### config.mk
export PLATFORM = sky130hd
export DESIGN_NAME = clcfg_top
export DESIGN_NICKNAME = d
export VERILOG_FILES = /design/src/hdl/clcfg_pkg.sv /design/src/hdl/clcfg_rate_lut.sv /design/src/hdl/clcfg_top.sv
export SDC_FILE = /design/constraint.sdc
export NUM_CORES = 1
export LEC_CHECK = 0
export BUFFER_PORTS_ARGS = -buffer_cell sky130_fd_sc_hd__buf_2
export CORE_MARGIN = 2
export CORE_UTILIZATION = 47
export CTS_CLUSTER_DIAMETER = 80
export CTS_CLUSTER_SIZE = 28
export DETAILED_ROUTE_END_ITERATION = 16
export PLACE_DENSITY = 0.84
export REMOVE_ABC_BUFFERS = 1
export SKIP_LAST_GASP = 1
export SYNTH_ARGS = -nofsm -noshare
export SYNTH_HDL_FRONTEND = slang
export SYNTH_SLANG_ARGS = --single-unit
export TNS_END_PERCENT = 10
### constraint.sdc
create_clock -name clock_i -period 2.1 [get_ports clock_i]
set_input_delay 0.315 -clock clock_i [delete_from_list [all_inputs] [get_ports clock_i]]
set_output_delay 0.315 -clock clock_i [all_outputs]
set_load 0.05 [all_outputs]
### src/hdl/clcfg_pkg.sv
// Package for the closed-loop configuration register bank: offsets, field layout, tables, carriers.
// Assumes a single 200 MHz clock domain and an APB master with 32-bit data.
package clcfg_pkg;

  localparam logic [31:0] CLCFG_CONFIG_OFFSET = 32'h0000_0044;
  localparam logic [31:0] CLCFG_CONFIG_RESET  = 32'h0000_0000;
  // Writable bits: 29-13, 12-8 and 3; everything else reads zero
  localparam logic [31:0] CLCFG_CONFIG_WMASK  = 32'h3FFF_FF08;

  localparam int CLCFG_MODE_LSB    = 28;
  localparam int CLCFG_FAST_BIT    = 27;
  localparam int CLCFG_CAP_LSB     = 22;
  localparam int CLCFG_STOP_LSB    = 20;
  localparam int CLCFG_OVERMOD_BIT = 19;
  localparam int CLCFG_ACCEL_LSB   = 14;
  localparam int CLCFG_DSRC_BIT    = 13;
  localparam int CLCFG_DECEL_LSB   = 8;
  localparam int CLCFG_AVS_BIT     = 3;

  localparam logic [4:0] CLCFG_RATE_FAST_KHZ = 5'h10;
  localparam logic [4:0] CLCFG_RATE_SLOW_KHZ = 5'h08;
  localparam logic [4:0] CLCFG_CAP_TOP_CODE  = 5'h1D;
  localparam logic [4:0] CLCFG_NO_LIMIT_CODE = 5'h1F;

  typedef enum logic [1:0] {
    CLCFG_MODE_SPEED   = 2'b00,
    CLCFG_MODE_POWER   = 2'b01,
    CLCFG_MODE_TORQUE  = 2'b10,
    CLCFG_MODE_VOLTAGE = 2'b11
  } clcfg_mode_t;

  typedef enum logic [1:0] {
    CLCFG_STOP_HIZ   = 2'b00,
    CLCFG_STOP_SPIN  = 2'b01,
    CLCFG_STOP_BRAKE = 2'b10,
    CLCFG_STOP_RSVD  = 2'b11
  } clcfg_stop_t;

  // Register image, bit 31 first
  typedef struct packed {
    logic [1:0]  reserved_hi;
    clcfg_mode_t mode;
    logic        fast_sampling_select;
    logic [4:0]  current_cap_code;
    clcfg_stop_t stop_method_select;
    logic        overmod_enable;
    logic [4:0]  accel_rate_code;
    logic        decel_source_select;
    logic [4:0]  decel_rate_code;
    logic [3:0]  unused_mid;
    logic        anti_voltage_surge;
    logic [2:0]  unused_lo;
  } clcfg_reg_t;

  typedef struct packed {
    logic        psel;
    logic        penable;
    logic        pwrite;
    logic [31:0] paddr;
    logic [31:0] pwdata;
  } clcfg_apb_req_t;

  typedef struct packed {
    logic        pready;
    logic        pslverr;
    logic [31:0] prdata;
  } clcfg_apb_rsp_t;

  // Decoded controls; current limit in tenths of a percent of base current
  typedef struct packed {
    logic       speed_mode;
    logic       power_mode;
    logic       torque_mode;
    logic       voltage_mode;
    logic [4:0] max_sample_khz;
    logic       current_limit_active;
    logic [9:0] current_limit_tenths;
    logic       stop_hiz;
    logic       stop_spin_down;
    logic       stop_brake;
    logic       overmod_enable;
    logic       decel_from_field;
    logic       decel_by_avs;
  } clcfg_ctrl_t;

  // Current cap per code, tenths of a percent
  localparam logic [9:0] CLCFG_CAP_TABLE [0:29] = '{
    10'd75,  10'd80,  10'd85,  10'd90,  10'd95,  10'd100, 10'd110, 10'd120,
    10'd130, 10'd140, 10'd150, 10'd160, 10'd170, 10'd180, 10'd200, 10'd225,
    10'd250, 10'd275, 10'd300, 10'd350, 10'd400, 10'd450, 10'd500, 10'd550,
    10'd600, 10'd700, 10'd750, 10'd800, 10'd850, 10'd900
  };

  // Speed slope per code in units of 0.5 Hz/s; the last code means no limit
  localparam logic [17:0] CLCFG_RATE_TABLE [0:31] = '{
    18'd1,     18'd2,     18'd5,     18'd10,    18'd15,    18'd20,    18'd40,    18'd80,
    18'd120,   18'd160,   18'd200,   18'd400,   18'd600,   18'd800,   18'd1000,  18'd1200,
    18'd1400,  18'd1600,  18'd1800,  18'd2000,  18'd4000,  18'd8000,  18'd12000, 18'd16000,
    18'd20000, 18'd40000, 18'd60000, 18'd80000, 18'd100000, 18'd120000, 18'd140000, 18'd0
  };

endpackage : clcfg_pkg

### src/hdl/clcfg_rate_lut.sv
// Rate lookup: turns a five-bit slope code into a registered rate.
// Assumes the code is stable from the configuration register; output lags it by one clock.
`timescale 1ns/10ps
`default_nettype none

module clcfg_rate_lut
  import clcfg_pkg::*;
(
  input  wire logic        clock_i,
  input  wire logic        reset_n_i,
  input  wire logic [4:0]  code_i,
  output logic      [17:0] rate_o,
  output logic             unlimited_o
);

  typedef struct packed {
    logic [17:0] rate;
    logic        unlimited;
  } clcfg_lut_state_t;

  clcfg_lut_state_t state_ff;
  clcfg_lut_state_t nxt_state;

  always_comb begin
    nxt_state           = state_ff;
    nxt_state.rate      = CLCFG_RATE_TABLE[code_i];
    nxt_state.unlimited = (code_i == CLCFG_NO_LIMIT_CODE);
  end

  always_ff @(posedge clock_i or negedge reset_n_i) begin
    if (!reset_n_i) begin
      state_ff <= '0;
    end else begin
      state_ff <= nxt_state;
    end
  end

  assign rate_o      = state_ff.rate;
  assign unlimited_o = state_ff.unlimited;

endmodule : clcfg_rate_lut

`default_nettype wire

### src/hdl/clcfg_top.sv
// Closed-loop motor configuration register with APB access and decoded control outputs.
// Assumes one clock, APB master with 32-bit data; decoded outputs follow a write by one clock.
//
// How it works
// - Config register at 44h, resets to zero, bits 31-30 read zero.
// - Mode field 29-28: speed, power, torque, voltage.
// - Bit 27 clear allows 16 kHz sampling, set caps at 8 kHz.
// - Current cap 26-22 in percent of base, used only in torque and speed.
// - Stop field 21-20: high impedance, spin down, brake, reserved.
// - Bit 19 permits overmodulation, otherwise linear modulation only.
// - Acceleration slope code 18-14 from 0.5 Hz/s, top code means no limit.
// - Bit 13 picks deceleration from its own field or from acceleration.
// - Own deceleration field feeds decel_rate_o whenever bit 13 is clear; decel_from_field also needs surge guard off.
`timescale 1ns/10ps
`default_nettype none

module clcfg_top
  import clcfg_pkg::*;
(
  input  wire logic            clock_i,
  input  wire logic            reset_n_i,
  input  wire clcfg_apb_req_t  apb_req_i,
  output clcfg_apb_rsp_t       apb_rsp_o,
  output clcfg_ctrl_t          ctrl_o,
  output logic          [17:0] accel_rate_o,
  output logic                 accel_unlimited_o,
  output logic          [17:0] decel_rate_o,
  output logic                 decel_unlimited_o
);

  typedef struct packed {
    clcfg_apb_rsp_t rsp;
    clcfg_reg_t     cfg;
    clcfg_ctrl_t    ctrl;
  } clcfg_state_t;

  clcfg_state_t state_ff;
  clcfg_state_t nxt_state;

  logic       hit;
  logic       setup_phase;
  logic       access_done;
  logic [4:0] decel_code;

  assign hit         = (apb_req_i.paddr == CLCFG_CONFIG_OFFSET);
  assign setup_phase = apb_req_i.psel && !apb_req_i.penable;
  assign access_done = apb_req_i.psel && apb_req_i.penable && state_ff.rsp.pready;

  // Deceleration follows the acceleration code when bit 13 is set
  assign decel_code = state_ff.cfg.decel_source_select ? state_ff.cfg.accel_rate_code
                                                       : state_ff.cfg.decel_rate_code;

  always_comb begin
    nxt_state = state_ff;

    // Answer prepared in the setup cycle, so every access has zero wait states
    nxt_state.rsp.pready  = setup_phase;
    nxt_state.rsp.pslverr = setup_phase && !hit;
    nxt_state.rsp.prdata  = '0;
    if (setup_phase && hit && !apb_req_i.pwrite) begin
      nxt_state.rsp.prdata = state_ff.cfg & CLCFG_CONFIG_WMASK;
    end
    if (access_done) begin
      nxt_state.rsp.pready  = 1'b0;
      nxt_state.rsp.pslverr = 1'b0;
    end

    // Unmapped writes are dropped; non-writable bits never hold a one
    if (access_done && apb_req_i.pwrite && hit) begin
      nxt_state.cfg = apb_req_i.pwdata & CLCFG_CONFIG_WMASK;
    end

    nxt_state.ctrl.speed_mode   = (state_ff.cfg.mode == CLCFG_MODE_SPEED);
    nxt_state.ctrl.power_mode   = (state_ff.cfg.mode == CLCFG_MODE_POWER);
    nxt_state.ctrl.torque_mode  = (state_ff.cfg.mode == CLCFG_MODE_TORQUE);
    nxt_state.ctrl.voltage_mode = (state_ff.cfg.mode == CLCFG_MODE_VOLTAGE);

    nxt_state.ctrl.max_sample_khz = state_ff.cfg.fast_sampling_select ? CLCFG_RATE_SLOW_KHZ
                                                                      : CLCFG_RATE_FAST_KHZ;

    // Cap is meaningless in power and voltage modes, so it is flagged inactive there
    nxt_state.ctrl.current_limit_active = (state_ff.cfg.mode == CLCFG_MODE_SPEED) ||
                                          (state_ff.cfg.mode == CLCFG_MODE_TORQUE);
    if (state_ff.cfg.current_cap_code > CLCFG_CAP_TOP_CODE) begin
      nxt_state.ctrl.current_limit_tenths = CLCFG_CAP_TABLE[CLCFG_CAP_TOP_CODE];
    end else begin
      nxt_state.ctrl.current_limit_tenths = CLCFG_CAP_TABLE[state_ff.cfg.current_cap_code];
    end

    // Reserved stop code falls back to high impedance, the safest output state
    nxt_state.ctrl.stop_hiz       = 1'b0;
    nxt_state.ctrl.stop_spin_down = 1'b0;
    nxt_state.ctrl.stop_brake     = 1'b0;
    case (state_ff.cfg.stop_method_select)
      CLCFG_STOP_SPIN: begin
        nxt_state.ctrl.stop_spin_down = 1'b1;
      end
      CLCFG_STOP_BRAKE: begin
        nxt_state.ctrl.stop_brake = 1'b1;
      end
      default: begin
        nxt_state.ctrl.stop_hiz = 1'b1;
      end
    endcase

    nxt_state.ctrl.overmod_enable = state_ff.cfg.overmod_enable;

    nxt_state.ctrl.decel_from_field = !state_ff.cfg.decel_source_select &&
                                      !state_ff.cfg.anti_voltage_surge;
    nxt_state.ctrl.decel_by_avs     = !state_ff.cfg.decel_source_select &&
                                      state_ff.cfg.anti_voltage_surge;
  end

  always_ff @(posedge clock_i or negedge reset_n_i) begin
    if (!reset_n_i) begin
      state_ff     <= '0;
      state_ff.cfg <= CLCFG_CONFIG_RESET;
    end else begin
      state_ff <= nxt_state;
    end
  end

  clcfg_rate_lut u_accel_lut (
    .clock_i     (clock_i),
    .reset_n_i   (reset_n_i),
    .code_i      (state_ff.cfg.accel_rate_code),
    .rate_o      (accel_rate_o),
    .unlimited_o (accel_unlimited_o)
  );

  clcfg_rate_lut u_decel_lut (
    .clock_i     (clock_i),
    .reset_n_i   (reset_n_i),
    .code_i      (decel_code),
    .rate_o      (decel_rate_o),
    .unlimited_o (decel_unlimited_o)
  );

  assign apb_rsp_o = state_ff.rsp;
  assign ctrl_o    = state_ff.ctrl;

endmodule : clcfg_top

`default_nettype wire

# After elaboration in Yosys (flattened, before gate mapping)
# Memory sizes are Yosys's and may differ from the RTL's. A register that Yosys moved wholly into a read port is not among the register bits.
# Index checks and enable logic that the tools add are counted.
# op_classes
reduce_logical,20
muxes,10
n_eq_ne,8
n_lt_le_gt_ge,2
bitwise_logic,3
# ops
op,n
"32-bit by 7-bit equality test with 1-bit output, second input constant",1
10-bit two-way mux,3
30-bit two-way mux,1
5-bit NOT with 6-bit output,3
"5-bit equality test, second input constant",2
1-bit logical AND,10
5-bit two-way mux,2
1-bit zero test,7
"2-bit equality test, second input constant",3
"6-bit >= comparator, second input constant",1
"5-bit greater-than comparator, second input constant",1
"2-bit by 1-bit equality test with 1-bit output, second input constant",2
1-bit two-way mux,3
2-bit zero test,1
2-bit two-way mux,1
2-bit OR reduction,1
1-bit logical OR,1
# word_totals
output_inout_bits,98
word_cells,73
rom_bits,1472
register_bits,83
in_bits,69
memories,3
# memory_table
memory,words,word_bits,rd,rd_ports_with_merged_regs,write_ports,line,text
(name not given),32,18,1,1,0,clcfg_rate_lut.sv:26,nxt_state.rate = CLCFG_RATE_TABLE[code_i];
(name not given),32,18,1,1,0,clcfg_rate_lut.sv:26,
(name not given),32,10,1,0,0,clcfg_top.sv:87,nxt_state.ctrl.current_limit_tenths = CLCFG_CAP_TABLE[state_ff.cfg.current_cap_code];

# Longest topological paths before layout
# logic_depth
ltp_word,5
ltp_mapped,7
ltp_nobuf,6

# Cells and area by module
# A second synthesis with hierarchy kept.
# unflattened
hier_cells,504
hier_area_um2,5519.0
# by_module_without_submodules
mod,seq_area_each_um2,instances,cells_per_inst,area_each_um2
clcfg_top,1776.7,1,302,3479.6
clcfg_rate_lut (u_accel_lut),475.5,1,102,1038.5
clcfg_rate_lut (u_decel_lut),475.5,1,100,1001.0

# Worst setup path after synthesis
# No wires, ideal clock.
# synth_path
path_type,flip-flop to flip-flop
startpoint,register state_ff[40] (netlist bit)
endpoint,"register, netlist name u_decel_lut.rate_o[8]"
path_buffers,1
t_arrival_ps,1887
slack_ps,92
setup_time_ps,120
required_ps,1980
path_stages_with_launch,8
period_less_slack_ps,2008
path_cell_list,dfrtp_1 > clkbuf_1 > mux2i_1 > inv_1 > ha_1 > nand2_1 > a21boi_0 > a31o_2
# synth_between
elab_chain_len,2
# synth_rtl
item,line,text
from (decl),clcfg_top.sv:37,clcfg_state_t state_ff;
from (signal assigned),clcfg_top.sv:119,state_ff <= nxt_state;
5-bit two-way mux,clcfg_top.sv:50,assign decel_code = state_ff.cfg.decel_source_select ? state_ff.cfg.accel_rate_code
5-bit NOT with 6-bit output (implied by the code),clcfg_rate_lut.sv:26,
# No other way between the ends.
# A chain may end at the register's enable or synchronous reset.

# Worst setup path after layout
# layout_path
startpoint,register state_ff[39] (netlist bit)
endpoint,"register, netlist name u_decel_lut.rate_o[7]"
# layout_between
elab_chain_len,2
# layout_rtl
item,line
5-bit two-way mux,clcfg_top.sv:50
5-bit NOT with 6-bit output (implied by the code),clcfg_rate_lut.sv:26
# No other way between the ends.

==> results_dict.tcl <==
set metrics [dict create \
    status "complete, no violations" \
    slowest_stage "dfrtp_1" \
    dieArea_um2 12300 \
    dp.final_hpwl_mm 8.24 \
    critical_path_required_ps 2320 \
    seq_power_share 0.529 \
    rows 39 \
    synth.avg_cell_area_um2 11.0 \
    met1_length_mm 4.79 \
    route.detailed.drc 0 \
    clockRootBuffer "clkbuf_16" \
    routed-wl-met2_mm 5.56 \
    worst_pin_slew_ps 643 \
    multi_input_area_um2 2070 \
    design.core.area_um2 11300 \
    seq_area_frac_synth 0.509 \
    wire_per_inst_um 15.2 \
    fin_crit_sh 0.934 \
    layout.filler_cells 946 \
    ys_ff_latch 109 \
    yosys.area.top_type "dfrtp_1" \
    power_uw 3970 \
    combPwrFrac 0.042 \
    leakage_uw 0.00333 \
    grt_antenna_before_repair 0 \
    critPathMaxStageDelay_ps 560 \
    vias_per_cell 5.16 \
    final_common_cell "buf_2" \
    drv_slew 0 \
    synth_area_um2 5360 \
    maxCapViolations 0 \
    pwr-share-clk 0.429 \
    switching_share 0.216 \
    synthArstFlopShare 1.00 \
    synth_area_leaders "dfrtp_1 51%, buf_4 8.4%, ha_1 5.6%, mux2_2 5.0%, and2_2 3.1%" \
    yosysUniqueCellTypes 52 \
    pin_count 167 \
    met3_length_um 749 \
    critPathLaunchType "flop" \
    num_antenna_cells 0 \
    die_w_um 111 \
    cts_resized 0 \
    cts_buffer_depth 2 \
    gp_routability_congestion 0.857 \
    max_freq_mhz 510 \
    setup_viol 0 \
    path_cells "mux2i_1, inv_1, ha_1, nand2_1, o211a_1, o31ai_1" \
    syn_to_final_growth_pct 17.4 \
    track_usage 0.191 \
    yosys_most_used_dff "dfrtp_1" \
    path_clk_slew_ps 70 \
    skew_ps 8.09 \
    min_path_type "in -> reg" \
    arrival_ps 2180 \
    yosys_warnings 0 \
    crit_family "flip-flops" \
    cts_made_buffers 9 \
    drive_above_1_share 0.391 \
    synth-edff-count 0 \
    drtPass1Iterations 5 \
    cts.sinks 109 \
    rsz0062_at_grt "no" \
    final_cell_mix "144 x buf_2, 109 x dfrtp_1, 30 x a21oi_1" \
    overflow 0 \
    highest_layer "met4" \
    p_sw_uw 857 \
    worst-path-buf-inv 1 \
    synth.top_cell.area_share 0.509 \
    routed_wl_mm 11.3 \
    ant_nets 0 \
    layout.area.seq_um2 2730 \
    port_buffers 145 \
    grt_pass1_wl_mm 18.8 \
    crit_type "reg -> reg" \
    die_h_um 111 \
    syn_inst 489 \
    timing_hold_violations_final 0 \
    fin_tns_setup_ps 0 \
    irDropWorstVdd_v 0.000398 \
    internal_power_uw 3110 \
    final_nets 691 \
    pwr_density_cell_nw_per_um2 631 \
    critPathCaptureType "flop" \
    crit_fanout 7 \
    slew_headroom 0.571 \
    initial_core_util 0.476 \
    grt_max_degree 67 \
    vias 3846 \
    finalWorstPathRequiredPeriod_ps 1960 \
    tritoncts "yes" \
    cts_max_level 3 \
    clk_latency_ps 340 \
    grt_pass1_vias 3865 \
    drtIter0Drc 224 \
]
-- power by group through the flow --
stage | clock network, µW | logic, µW | registers (µW)
after floorplan | 0 | 52.3 | 2150
after global placement | 0 | 165 | 2140
after detailed placement | 0 | 171 | 2140
after CTS | 1760 | 173 | 2100
after global routing | 1830 | 187 | 2100
final | 1700 | 168 | 2100
-- final cells by class --
cell class,count,area share
inverter,15,0.00894
sequential,109,0.433
multi-input combinational,292,0.329
clock buffer,11,0.0386
clock inverter,5,0.00914
tap,143,0.0284
timing repair buffer,171,0.153
-- flip-flops by register name, summed over array words and instances, names as in the netlist --
register                 flops
nxt_state                    1
apb_rsp_o                   25
u_decel_lut.rate_o          18
state_ff                    22
u_accel_lut.unlimited_o      1
u_decel_lut.unlimited_o      1
ctrl_o                      23
u_accel_lut.rate_o          18
-- stage by stage --
stage / hold slack [ps] / instances / setup slack (ps) / utilization / instance area [µm²]
3_5_place_dp: 282 / 729 / 125 / 0.531 / 5990
5_1_grt: 194 / 746 / 5.43 / 0.559 / 6300
2_1_floorplan: 19.4 / 416 / 58.5 / - / 4840
3_3_place_gp: 270 / 729 / 172 / 0.531 / 5990
4_1_cts: 176 / 746 / 146 / 0.559 / 6300
6_report: 190 / 746 / 139 / 0.559 / 6300
-- Yosys cell counts, types with 2 or more instances --
| cell | n |
|---|---|
| dfrtp_1 | 109 |
| buf_4 | 60 |
| a21oi_1 | 30 |
| nand2_1 | 27 |
| nor2_1 | 26 |
| ha_1 | 24 |
| mux2_2 | 24 |
| and2_2 | 22 |
| clkbuf_1 | 17 |
| o21ai_0 | 16 |
| inv_1 | 14 |
| mux2i_1 | 12 |
| nand2b_1 | 12 |
| nor2b_1 | 8 |
| nand3_1 | 7 |
| a211oi_1 | 6 |
| nor4_1 | 6 |
| and2_1 | 5 |
| a22oi_1 | 4 |
| buf_2 | 4 |
| o211ai_1 | 4 |
| o22ai_1 | 4 |
| a211o_1 | 3 |
| a21boi_0 | 3 |
| and3_1 | 3 |
| nand4_1 | 3 |
| nor3_1 | 3 |
| nor3b_1 | 3 |
| a221oi_1 | 2 |
| a31oi_1 | 2 |
| buf_6 | 2 |
| mux2_1 | 2 |
| nor4b_1 | 2 |
| xnor2_1 | 2 |
-- per-layer routing --
metal  vias to the layer above  track usage
met1                      1848        0.246
met2                       167        0.316
met5                         -            0
met4                         0       0.0792
li1                       1813            -
met3                        18       0.0372
-- final timing paths --
kind	startpoint	end	slack [ps]	depth (start not counted)
max in group asynchronous	reset_n_i	u_accel_lut.rate_o[6]$_DFF_PN0_	1000	3
min	apb_req_i[26]	state_ff[52]$_DFFE_PN0P_	190	2
min in group asynchronous	reset_n_i	state_ff[52]$_DFFE_PN0P_	440	2
max	state_ff[39]$_DFFE_PN0P_	u_decel_lut.rate_o[7]$_DFF_PN0_	140	6
max reg2reg	state_ff[39]$_DFFE_PN0P_	u_decel_lut.rate_o[7]$_DFF_PN0_	140	6
min reg2reg	nxt_state[2]$_DFFE_PN0P_	ctrl_o[2]$_DFF_PN0_	390	0
-- logic make-up after synthesis --
group / count (synthesis) / synth area share
mux: 40 / 0.0837
simple gates: 130 / 0.135
fa+ha+maj: 24 / 0.0560
compound gates: 83 / 0.0963
other cells: 1 / 0.000699
xor+xnor: 3 / 0.00490
flops: 109 / 0.509
buf+inv: 99 / 0.115
-- timing repair --
action,in CTS,in global routing
endpoints found under the setup margin,0,0
hold endpoints to repair,27,0
setup buffers,0,0
hold buffers,1,0
No activity file was read; power rests on OpenSTA's default activity.
